### src/logic/asou_defs.vh
`ifndef ASOU_DEFS_VH
`define ASOU_DEFS_VH

// ********
// register byte offsets
// ********
`define ASOU_ADDR_CTRL      8'h00
`define ASOU_ADDR_STATUS    8'h04
`define ASOU_ADDR_PC        8'h08
`define ASOU_ADDR_AF        8'h0C
`define ASOU_ADDR_BC        8'h10
`define ASOU_ADDR_DE        8'h14
`define ASOU_ADDR_PTR       8'h18
`define ASOU_ADDR_IDX1      8'h1C
`define ASOU_ADDR_IDX2      8'h20

// ********
// register fields and reset values
// ********
`define ASOU_CTRL_START     0
`define ASOU_RST_BYTE       8'h00
`define ASOU_RST_WORD       16'h0000

// ********
// flag bit positions
// ********
`define ASOU_FLAG_S         7
`define ASOU_FLAG_Z         6
`define ASOU_FLAG_H         4
`define ASOU_FLAG_PV        2
`define ASOU_FLAG_N         1
`define ASOU_FLAG_C         0

// ********
// opcodes
// ********
`define ASOU_TOP_SWB        5'h13
`define ASOU_TOP_AND        5'h14
`define ASOU_TOP_OR         5'h16
`define ASOU_OP_SWB_IMM     8'hDE
`define ASOU_OP_SWB_MEM     8'h9E
`define ASOU_OP_AND_IMM     8'hE6
`define ASOU_OP_AND_MEM     8'hA6
`define ASOU_OP_OR_IMM      8'hF6
`define ASOU_OP_OR_MEM      8'hB6
`define ASOU_PFX_IDX1       8'hDD
`define ASOU_PFX_IDX2       8'hFD
`define ASOU_RCODE_B        3'h0
`define ASOU_RCODE_C        3'h1
`define ASOU_RCODE_D        3'h2
`define ASOU_RCODE_E        3'h3
`define ASOU_RCODE_H        3'h4
`define ASOU_RCODE_L        3'h5
`define ASOU_RCODE_MEM      3'h6
`define ASOU_RCODE_A        3'h7

// ********
// alu operations and clock states per machine cycle
// ********
`define ASOU_ALU_SWB        2'h0
`define ASOU_ALU_AND        2'h1
`define ASOU_ALU_OR         2'h2
`define ASOU_T_FETCH        3'h4
`define ASOU_T_READ         3'h3
`define ASOU_T_CALC         3'h5

`endif

### src/logic/asou_core.v
// Overview of operation
// RL1 - subtract with borrow: accumulator minus operand minus carry, into accumulator
// RL2 - and group: operand AND accumulator, result into accumulator
// RL3 - or group: operand OR accumulator, result into accumulator
// RL4 - five operand sources: register, immediate, pointer pair, two indexed
// RL5 - subtract decode: register 10011rrr, immediate DE, pointer pair 9E
// RL6 - and decode: register 10100rrr, immediate E6, memory A6
// RL7 - or decode: register 10110rrr, immediate F6, memory B6
// RL8 - indexed: prefix DD or FD, memory opcode, then displacement byte
// RL9 - register field B..L 000..101, accumulator 111, 110 not a register
// RL10 - register forms take one machine cycle of 4 states
// RL11 - immediate and pointer forms take 4 then 3 states
// RL12 - indexed forms take five cycles: 4, 4, 3, 5, 3 states
// RL13 - sign follows bit 7, zero set on zero result
// RL14 - subtract sets half carry on borrow from bit 4
// RL15 - subtract sets subtract flag, carry on full borrow
// RL16 - and sets half carry, clears subtract and carry
// RL17 - or clears half carry, subtract, carry; overflow flag from overflow
// RL18 - displacement is signed and added to the index register
// RL19 - subtract overflow flag is signed two's complement overflow
// RL20 - memory operand read follows opcode, displacement and address cycles
`timescale 1ns/1ps
`include "asou_defs.vh"

module asou_core
#(
    parameter AW = 8
)
(
    // clock and reset
    input  wire          aclk,
    input  wire          aresetn,
    // axi4-lite slave
    input  wire [AW-1:0] s_awaddr,
    input  wire          s_awvalid,
    output wire          s_awready,
    input  wire [31:0]   s_wdata,
    input  wire [3:0]    s_wstrb,
    input  wire          s_wvalid,
    output wire          s_wready,
    output wire [1:0]    s_bresp,
    output wire          s_bvalid,
    input  wire          s_bready,
    input  wire [AW-1:0] s_araddr,
    input  wire          s_arvalid,
    output wire          s_arready,
    output wire [31:0]   s_rdata,
    output wire [1:0]    s_rresp,
    output wire          s_rvalid,
    input  wire          s_rready,
    // processor memory bus
    output reg  [15:0]   mem_addr,
    output reg           mem_rd,
    input  wire [7:0]    mem_rdata
);

    // ********
    // states
    // ********
    localparam ST_IDLE  = 3'h0;
    localparam ST_FETCH = 3'h1;
    localparam ST_IMM   = 3'h2;
    localparam ST_DISP  = 3'h3;
    localparam ST_CALC  = 3'h4;
    localparam ST_OPND  = 3'h5;

    reg [2:0]  state_r;
    reg [2:0]  t_r;
    reg        pref_r;
    reg        idx2_r;
    reg [1:0]  grp_r;
    reg [7:0]  disp_r;
    reg [15:0] pc_r;
    reg [7:0]  a_r;
    reg [7:0]  f_r;
    reg [7:0]  b_r;
    reg [7:0]  c_r;
    reg [7:0]  d_r;
    reg [7:0]  e_r;
    reg [7:0]  h_r;
    reg [7:0]  l_r;
    reg [15:0] idx1_r;
    reg [15:0] idx2_reg_r;
    reg        done_r;
    reg        err_r;

    wire          wr_en;
    wire [AW-1:0] wr_addr;
    wire [31:0]   wr_data;
    wire [3:0]    wr_strb;
    wire [AW-1:0] rd_addr;
    reg  [31:0]   rd_data;
    reg           rd_hit;
    reg           wr_hit;
    reg  [31:0]   wr_old;
    reg  [31:0]   wr_merged;
    wire [7:0]    alu_res;
    wire [7:0]    alu_flags;

    // ********
    // register bus
    // ********
    asou_axil #(
        .AW (AW)
    ) u_axil (
        .aclk      (aclk),
        .aresetn   (aresetn),
        .s_awaddr  (s_awaddr),
        .s_awvalid (s_awvalid),
        .s_awready (s_awready),
        .s_wdata   (s_wdata),
        .s_wstrb   (s_wstrb),
        .s_wvalid  (s_wvalid),
        .s_wready  (s_wready),
        .s_bresp   (s_bresp),
        .s_bvalid  (s_bvalid),
        .s_bready  (s_bready),
        .s_araddr  (s_araddr),
        .s_arvalid (s_arvalid),
        .s_arready (s_arready),
        .s_rdata   (s_rdata),
        .s_rresp   (s_rresp),
        .s_rvalid  (s_rvalid),
        .s_rready  (s_rready),
        .wr_en     (wr_en),
        .wr_addr   (wr_addr),
        .wr_data   (wr_data),
        .wr_strb   (wr_strb),
        .wr_hit    (wr_hit),
        .rd_addr   (rd_addr),
        .rd_data   (rd_data),
        .rd_hit    (rd_hit)
    );

    wire busy = (state_r != ST_IDLE);

    function [31:0] reg_view;
        input [AW-1:0] adr;
        begin
            case (adr)
                `ASOU_ADDR_CTRL:   reg_view = 32'h00000000;
                `ASOU_ADDR_STATUS: reg_view = {29'h0, err_r, done_r, busy};
                `ASOU_ADDR_PC:     reg_view = {16'h0000, pc_r};
                `ASOU_ADDR_AF:     reg_view = {16'h0000, f_r, a_r};
                `ASOU_ADDR_BC:     reg_view = {16'h0000, b_r, c_r};
                `ASOU_ADDR_DE:     reg_view = {16'h0000, d_r, e_r};
                `ASOU_ADDR_PTR:    reg_view = {16'h0000, h_r, l_r};
                `ASOU_ADDR_IDX1:   reg_view = {16'h0000, idx1_r};
                default:           reg_view = {16'h0000, idx2_reg_r};
            endcase
        end
    endfunction

    function map_hit;
        input [AW-1:0] adr;
        begin
            map_hit = (adr[1:0] == 2'h0) && (adr <= `ASOU_ADDR_IDX2);
        end
    endfunction

    always @*
    begin
        rd_hit    = map_hit(rd_addr);
        rd_data   = reg_view(rd_addr);
        wr_hit    = map_hit(wr_addr);
        wr_old    = reg_view(wr_addr);
        wr_merged = {wr_strb[3] ? wr_data[31:24] : wr_old[31:24],
                     wr_strb[2] ? wr_data[23:16] : wr_old[23:16],
                     wr_strb[1] ? wr_data[15:8]  : wr_old[15:8],
                     wr_strb[0] ? wr_data[7:0]   : wr_old[7:0]};
    end

    wire start = wr_en && (wr_addr == `ASOU_ADDR_CTRL) && wr_strb[0] &&
                 wr_data[`ASOU_CTRL_START] && !busy;

    // ********
    // decode of the fetched byte
    // ********
    wire [4:0] top5 = mem_rdata[7:3];
    wire [2:0] low3 = mem_rdata[2:0];
    reg        dec_grp_ok;
    reg  [1:0] dec_grp;
    reg        dec_reg;
    reg        dec_imm;
    reg        dec_mem;

    always @*
    begin
        dec_grp_ok = 1'b1;
        dec_grp    = `ASOU_ALU_SWB;
        // RL5 - subtract decode
        // RL6 - and decode
        // RL7 - or decode
        case (top5)
            `ASOU_TOP_SWB: dec_grp = `ASOU_ALU_SWB;
            `ASOU_TOP_AND: dec_grp = `ASOU_ALU_AND;
            `ASOU_TOP_OR:  dec_grp = `ASOU_ALU_OR;
            default:       dec_grp_ok = 1'b0;
        endcase
        dec_imm = 1'b0;
        case (mem_rdata)
            `ASOU_OP_SWB_IMM:
            begin
                dec_imm = 1'b1;
                dec_grp = `ASOU_ALU_SWB;
            end
            `ASOU_OP_AND_IMM:
            begin
                dec_imm = 1'b1;
                dec_grp = `ASOU_ALU_AND;
            end
            `ASOU_OP_OR_IMM:
            begin
                dec_imm = 1'b1;
                dec_grp = `ASOU_ALU_OR;
            end
            default:
                dec_imm = 1'b0;
        endcase
        // RL9 - code 110 selects memory, not a register
        dec_reg = dec_grp_ok && (low3 != `ASOU_RCODE_MEM);
        dec_mem = dec_grp_ok && (low3 == `ASOU_RCODE_MEM);
    end

    // RL9 - register field select
    function [7:0] reg_pick;
        input [2:0] code;
        begin
            case (code)
                `ASOU_RCODE_B: reg_pick = b_r;
                `ASOU_RCODE_C: reg_pick = c_r;
                `ASOU_RCODE_D: reg_pick = d_r;
                `ASOU_RCODE_E: reg_pick = e_r;
                `ASOU_RCODE_H: reg_pick = h_r;
                `ASOU_RCODE_L: reg_pick = l_r;
                default:       reg_pick = a_r;
            endcase
        end
    endfunction

    // ********
    // execute
    // ********
    wire fetch_end = (state_r == ST_FETCH) && (t_r == `ASOU_T_FETCH - 3'h1);
    wire read_end  = (t_r == `ASOU_T_READ - 3'h1);
    // RL10 - register form ends with its opcode fetch
    wire exec_reg  = fetch_end && !pref_r && dec_reg;
    // RL20 - memory operand taken at the end of its read cycle
    wire exec_mem  = read_end &&
                     ((state_r == ST_IMM) || (state_r == ST_OPND));
    wire exec_en   = exec_reg || exec_mem;
    wire [1:0] exec_grp  = exec_reg ? dec_grp : grp_r;
    // RL4 - operand source select
    wire [7:0] exec_opnd = exec_reg ? reg_pick(low3) : mem_rdata;

    asou_alu u_alu (
        .op    (exec_grp),
        .acc   (a_r),
        .opnd  (exec_opnd),
        .cin   (f_r[`ASOU_FLAG_C]),
        .res   (alu_res),
        .flags (alu_flags)
    );

    // RL18 - signed displacement added to the chosen index register
    wire [15:0] idx_base = idx2_r ? idx2_reg_r : idx1_r;
    wire [15:0] eff_addr = idx_base + {{8{disp_r[7]}}, disp_r};
    wire [15:0] pc_inc   = pc_r + 16'h0001;

    // ********
    // sequencer and register file
    // ********
    always @(posedge aclk)
    begin
        if (!aresetn)
        begin
            state_r    <= ST_IDLE;
            t_r        <= 3'h0;
            pref_r     <= 1'b0;
            idx2_r     <= 1'b0;
            grp_r      <= `ASOU_ALU_SWB;
            disp_r     <= `ASOU_RST_BYTE;
            pc_r       <= `ASOU_RST_WORD;
            a_r        <= `ASOU_RST_BYTE;
            f_r        <= `ASOU_RST_BYTE;
            b_r        <= `ASOU_RST_BYTE;
            c_r        <= `ASOU_RST_BYTE;
            d_r        <= `ASOU_RST_BYTE;
            e_r        <= `ASOU_RST_BYTE;
            h_r        <= `ASOU_RST_BYTE;
            l_r        <= `ASOU_RST_BYTE;
            idx1_r     <= `ASOU_RST_WORD;
            idx2_reg_r <= `ASOU_RST_WORD;
            done_r     <= 1'b0;
            err_r      <= 1'b0;
            mem_addr   <= `ASOU_RST_WORD;
            mem_rd     <= 1'b0;
        end
        else
        begin
            // software writes first; the datapath below overrides them
            if (wr_en && !busy)
            begin
                case (wr_addr)
                    `ASOU_ADDR_PC:   pc_r <= wr_merged[15:0];
                    `ASOU_ADDR_AF:   {f_r, a_r} <= wr_merged[15:0];
                    `ASOU_ADDR_BC:   {b_r, c_r} <= wr_merged[15:0];
                    `ASOU_ADDR_DE:   {d_r, e_r} <= wr_merged[15:0];
                    `ASOU_ADDR_PTR:  {h_r, l_r} <= wr_merged[15:0];
                    `ASOU_ADDR_IDX1: idx1_r <= wr_merged[15:0];
                    `ASOU_ADDR_IDX2: idx2_reg_r <= wr_merged[15:0];
                    default:         pc_r <= pc_r;
                endcase
            end
            t_r <= t_r + 3'h1;
            case (state_r)
                ST_IDLE:
                begin
                    t_r <= 3'h0;
                    if (start)
                    begin
                        state_r  <= ST_FETCH;
                        pref_r   <= 1'b0;
                        done_r   <= 1'b0;
                        err_r    <= 1'b0;
                        mem_addr <= pc_r;
                        mem_rd   <= 1'b1;
                    end
                end
                ST_FETCH:
                begin
                    if (fetch_end)
                    begin
                        t_r      <= 3'h0;
                        pc_r     <= pc_inc;
                        mem_addr <= pc_inc;
                        grp_r    <= dec_grp;
                        // RL8 - prefix selects index register
                        if (!pref_r && (mem_rdata == `ASOU_PFX_IDX1 ||
                                        mem_rdata == `ASOU_PFX_IDX2))
                        begin
                            pref_r <= 1'b1;
                            idx2_r <= (mem_rdata == `ASOU_PFX_IDX2);
                        end
                        // RL12 - indexed: displacement read next
                        else if (pref_r && dec_mem)
                            state_r <= ST_DISP;
                        // RL11 - immediate byte read next
                        else if (!pref_r && dec_imm)
                            state_r <= ST_IMM;
                        // RL11 - pointer pair read next
                        else if (!pref_r && dec_mem)
                        begin
                            state_r  <= ST_OPND;
                            mem_addr <= {h_r, l_r};
                        end
                        else
                        begin
                            // register form finishes here; others invalid
                            state_r <= ST_IDLE;
                            mem_rd  <= 1'b0;
                            done_r  <= 1'b1;
                            err_r   <= !exec_reg;
                        end
                    end
                end
                ST_IMM:
                begin
                    if (read_end)
                        pc_r <= pc_inc;
                end
                ST_DISP:
                begin
                    if (read_end)
                    begin
                        t_r     <= 3'h0;
                        pc_r    <= pc_inc;
                        disp_r  <= mem_rdata;
                        mem_rd  <= 1'b0;
                        state_r <= ST_CALC;
                    end
                end
                ST_CALC:
                begin
                    // RL12 - five-state address cycle
                    if (t_r == `ASOU_T_CALC - 3'h1)
                    begin
                        t_r      <= 3'h0;
                        mem_addr <= eff_addr;
                        mem_rd   <= 1'b1;
                        state_r  <= ST_OPND;
                    end
                end
                ST_OPND:
                    t_r <= t_r;
                default:
                    state_r <= ST_IDLE;
            endcase
            if (state_r == ST_OPND)
                t_r <= t_r + 3'h1;
            if (exec_mem)
            begin
                t_r     <= 3'h0;
                mem_rd  <= 1'b0;
                done_r  <= 1'b1;
                state_r <= ST_IDLE;
            end
            if (exec_en)
            begin
                // RL1 - result written back with flags
                a_r <= alu_res;
                f_r <= alu_flags;
            end
        end
    end

endmodule

### src/logic/asou_alu.v
`timescale 1ns/1ps
`include "asou_defs.vh"

module asou_alu
(
    // operation
    input  wire [1:0] op,
    input  wire [7:0] acc,
    input  wire [7:0] opnd,
    input  wire       cin,
    // result
    output reg  [7:0] res,
    output reg  [7:0] flags
);

    reg [8:0] diff;
    reg [4:0] hdiff;

    always @*
    begin
        diff  = {1'b0, acc} - {1'b0, opnd} - {8'h00, cin};
        hdiff = {1'b0, acc[3:0]} - {1'b0, opnd[3:0]} - {4'h0, cin};
        flags = 8'h00;
        case (op)
            // RL1 - subtract with borrow
            `ASOU_ALU_SWB:
            begin
                res = diff[7:0];
                // RL14 - borrow from bit 4
                flags[`ASOU_FLAG_H] = hdiff[4];
                // RL15 - subtract and carry
                flags[`ASOU_FLAG_N] = 1'b1;
                flags[`ASOU_FLAG_C] = diff[8];
                // RL19 - signed overflow
                flags[`ASOU_FLAG_PV] = (acc[7] != opnd[7]) &&
                                       (diff[7] != acc[7]);
            end
            // RL2 - bitwise and
            `ASOU_ALU_AND:
            begin
                res = acc & opnd;
                // RL16 - half carry set
                flags[`ASOU_FLAG_H] = 1'b1;
            end
            // RL3 - bitwise or
            default:
            begin
                // RL17 - logical op cannot overflow, flags cleared
                res = acc | opnd;
            end
        endcase
        // RL13 - sign and zero
        flags[`ASOU_FLAG_S] = res[7];
        flags[`ASOU_FLAG_Z] = (res == 8'h00);
    end

endmodule

### src/logic/asou_axil.v
`timescale 1ns/1ps

module asou_axil
#(
    parameter AW = 8
)
(
    // clock and reset
    input  wire          aclk,
    input  wire          aresetn,
    // write address and data
    input  wire [AW-1:0] s_awaddr,
    input  wire          s_awvalid,
    output wire          s_awready,
    input  wire [31:0]   s_wdata,
    input  wire [3:0]    s_wstrb,
    input  wire          s_wvalid,
    output wire          s_wready,
    // write response
    output reg  [1:0]    s_bresp,
    output reg           s_bvalid,
    input  wire          s_bready,
    // read address and data
    input  wire [AW-1:0] s_araddr,
    input  wire          s_arvalid,
    output wire          s_arready,
    output reg  [31:0]   s_rdata,
    output reg  [1:0]    s_rresp,
    output reg           s_rvalid,
    input  wire          s_rready,
    // register file side
    output wire          wr_en,
    output wire [AW-1:0] wr_addr,
    output wire [31:0]   wr_data,
    output wire [3:0]    wr_strb,
    input  wire          wr_hit,
    output wire [AW-1:0] rd_addr,
    input  wire [31:0]   rd_data,
    input  wire          rd_hit
);

    reg          aw_full_r;
    reg [AW-1:0] aw_addr_r;
    reg          w_full_r;
    reg [31:0]   w_data_r;
    reg [3:0]    w_strb_r;

    // address and data may arrive in either order; hold each until both
    assign s_awready = !aw_full_r && !s_bvalid;
    assign s_wready  = !w_full_r && !s_bvalid;
    assign wr_en     = aw_full_r && w_full_r && !s_bvalid;
    assign wr_addr   = aw_addr_r;
    assign wr_data   = w_data_r;
    assign wr_strb   = w_strb_r;
    assign s_arready = !s_rvalid;
    assign rd_addr   = s_araddr;

    always @(posedge aclk)
    begin
        if (!aresetn)
        begin
            aw_full_r <= 1'b0;
            aw_addr_r <= {AW{1'b0}};
            w_full_r  <= 1'b0;
            w_data_r  <= 32'h00000000;
            w_strb_r  <= 4'h0;
            s_bvalid  <= 1'b0;
            s_bresp   <= 2'h0;
            s_rvalid  <= 1'b0;
            s_rdata   <= 32'h00000000;
            s_rresp   <= 2'h0;
        end
        else
        begin
            if (s_awvalid && s_awready)
            begin
                aw_full_r <= 1'b1;
                aw_addr_r <= s_awaddr;
            end
            if (s_wvalid && s_wready)
            begin
                w_full_r <= 1'b1;
                w_data_r <= s_wdata;
                w_strb_r <= s_wstrb;
            end
            if (wr_en)
            begin
                aw_full_r <= 1'b0;
                w_full_r  <= 1'b0;
                s_bvalid  <= 1'b1;
                s_bresp   <= wr_hit ? 2'h0 : 2'h2;
            end
            else if (s_bvalid && s_bready)
                s_bvalid <= 1'b0;
            if (s_arvalid && s_arready)
            begin
                s_rvalid <= 1'b1;
                s_rdata  <= rd_hit ? rd_data : 32'h00000000;
                s_rresp  <= rd_hit ? 2'h0 : 2'h2;
            end
            else if (s_rvalid && s_rready)
                s_rvalid <= 1'b0;
        end
    end

endmodule

### config.mk
export PLATFORM = sky130hd
export DESIGN_NAME = asou_core
export DESIGN_NICKNAME = d
export VERILOG_FILES = /design/src/logic/asou_core.v /design/src/logic/asou_alu.v /design/src/logic/asou_axil.v
export VERILOG_INCLUDE_DIRS = /design/src /design/src/logic
export SDC_FILE = /design/constraint.sdc
export NUM_CORES = 1
export LEC_CHECK = 0
export BUFFER_PORTS_ARGS = -buffer_cell sky130_fd_sc_hd__buf_4
export CAP_MARGIN = 25
export CORE_MARGIN = 2
export CORE_UTILIZATION = 39
export DETAILED_ROUTE_END_ITERATION = 7
export SLEW_MARGIN = 10
export SYNTH_ARGS = -nofsm -noshare
export SYNTH_HDL_FRONTEND = slang
export SYNTH_HIERARCHICAL = 1
export SYNTH_SLANG_ARGS = --single-unit
### constraint.sdc
create_clock -name aclk -period 6.05 [get_ports aclk]
set_clock_uncertainty 0.2 [all_clocks]
set_input_delay 0.605 -clock aclk [delete_from_list [all_inputs] [get_ports aclk]]
set_output_delay 0.605 -clock aclk [all_outputs]
set_load 0.02 [all_outputs]
==> impl_metrics.ini <==
[clocking]
postCtsSetupBuffers = 0
ctsHoldBuffers = 0
tritoncts = built
worst_skew_pair.late_latency_ns = 0.54
clk_pin_slew_ns = 0.06
cts-resized-gates = 0
cts_buffer_depth = 3
clock-sinks = 213
cts_root_buf = clkbuf_16
htree_levels = 1
cts_buffers = 25

[status]
failed_checks = design-rule violations
outcome = finished with violations

[detailed_routing]
vias_per_cell = 6.22
vias = 13600
routedWlPerCell_um = 23.2
postRouteAntennaNets = 0
drtIter0Drc = 2026
dr.pass1.iters = 8
post-route-drc-count = 1
routed_wl_um = 50700

[setup_path]
crit_chain = ha_1 > ha_1 > nand4bb_1 > a2111o_1 > o21ai_0 > inv_1 > fa_1 > fa_1 > o21ai_0 > a211oi_1 > o211a_1 > or4b_1 > nor4_2 > a22oi_1 > o22ai_1
critPathLaunchType = flip-flop
critPathKind = reg2reg
cp_top_family = compound AO/OA/AOI/OAI gates
slowest_stage = a2111o_1
rr_startpoint = t_r[1]
worstPathMaxFanout = 19
worst-path-buf-inv = 1
cp.required_ns = 6.29
arrival_ns = 5.05
cp-end-kind = flip-flop
critical_path.startpoint = t_r[1]
max_stage_delay_ns = 0.58

[die]
die_x_um = 189
die-area_um2 = 35600
die_h_um = 189
rows = 67
io_pins = 125
initial_core_util = 0.396
core_um2 = 33500

[hold_path]
hp-start = s_awaddr[1]
hold_path_class = in2reg

[logic_synthesis]
syn_area_per_cell_um2 = 7.85
yosys_warnings = 6
syn_area_um2 = 13300
synthCells = 1693

[layout]
drive_gt1_frac = 0.131
final_nets = 1837
n_fill_cell = 3418
diodes = 0
area_delta_synth_final_pct = 14.1

[timing]
maxSlewViolCount = 0
fmax_mhz = 208
hold_ws_ns = 0.0841
fin_crit_sh = 0.795
relSlewSlack = 0.217
worst_pin_slew_ns = 1.17
rsz0062_at_grt = no
hold_viol_final = 0
setup_violations = 0
post-route-min-period_ns = 4.81
tns_ns = 0

[grt]
grt_start_max_net_pins = 79
grt_pass1_wl_um = 77100
overflow = 0
grt_pass1_vias = 12400
antenna_found_initial = 2
track_usage = 0.277

[pwr]
p_per_area_nw_per_um2 = 230
power.switching_uw = 906
fin_total_pwr_uw = 3490
seq_power_share = 0.416
peakVddDrop_v = 0.000157
p_leak_uw = 0.00538
p_int_uw = 2580
p_comb_frac = 0.107
netSwitchingFraction = 0.260
pwr-share-clk = 0.477

[placement]
gp_congestion = 0.973
port_buffers = 104
hpwl_um = 36400

[job]
drv_cap = 0
==> path summary, 6_finish.rpt <==
kind / slack [ns] / endpoint / cells past startpoint
max: 1.24 / f_r[6] / 15
min: 0.08 / u_axil/wr_addr[1] / 3
max reg2reg: 1.24 / f_r[6] / 15
min reg2reg: 0.25 / t_r[0] / 1
==> cell usage in the layout, fill, tap and decap left out, drive strengths merged, types with 33 or more instances in the layout <==
| master | n |
|---|---|
| nand2 | 184 |
| a21oi | 98 |
| a22oi | 52 |
| dfxtp | 213 |
| buf | 133 |
| nor2 | 102 |
| o21ai | 162 |
| clkbuf | 33 |
| o22ai | 43 |
| a21boi | 35 |
| nand3 | 149 |
| mux2i | 53 |
| ha | 46 |
| inv | 45 |
==> metrics by stage <==
| step | util | instances | worst slack [ns] | cell area (µm²) |
|---|---|---|---|---|
| after detailed placement | 0.425 | 2137 | 0.911 | 14200 |
| after CTS | 0.451 | 2180 | 1.19 | 15100 |
| after global placement | 0.425 | 2136 | 0.943 | 14200 |
| after global routing | 0.452 | 2185 | 0.895 | 15200 |
| final | 0.452 | 2185 | 1.24 | 15200 |
| after floorplan | - | 1710 | 1.34 | 13400 |
==> final cells by class <==
cell class              count  area, µm²  area share
flip-flops and latches    213       4260       0.281
inverters                  44        165      0.0109
multi-input cells        1302       8280       0.546
repair buffers            135       1010      0.0665
well taps                 448        561      0.0370
clock inverters            12        219      0.0144
clock buffers              31        668      0.0441
==> routing by layer <==
| metal | share of wire | GRT usage |
|---|---|---|
| met3 | 0.093 | 0.0518 |
| met5 | 0 | 0 |
| met1 | 0.41 | 0.373 |
| met4 | 0.060 | 0.154 |
| met2 | 0.44 | 0.418 |
==> power by group through the flow <==
| stage | logic, µW | registers [µW] | clock network, µW |
|---|---|---|---|
| 2_1_floorplan | 247 | 1470 | 0 |
| 3_3_place_gp | 359 | 1480 | 0 |
| 3_5_place_dp | 362 | 1480 | 0 |
| 4_1_cts | 363 | 1450 | 1680 |
| 5_1_grt | 400 | 1450 | 1740 |
| 6_report | 373 | 1450 | 1660 |
==> tightest hold or removal path, cell delays in order <==
cell and delay [ns]:
buf_4 0.08, nand3_1 0.05, o21ai_0 0.06
==> flip-flops by register name, summed over array words and instances, names as in the netlist, 3 cells and up <==
| name | count |
|---|---|
| u_axil/s_rdata | 32 |
| a_r | 8 |
| d_r | 8 |
| l_r | 8 |
| disp_r | 8 |
| state_r | 3 |
| u_axil/wr_data | 16 |
| e_r | 8 |
| b_r | 8 |
| h_r | 8 |
| u_axil/wr_addr | 8 |
| f_r | 8 |
| t_r | 3 |
| mem_addr | 16 |
| idx1_r | 16 |
| idx2_reg_r | 16 |
| pc_r | 16 |
| c_r | 8 |
No activity file was read; power rests on OpenSTA's default activity.
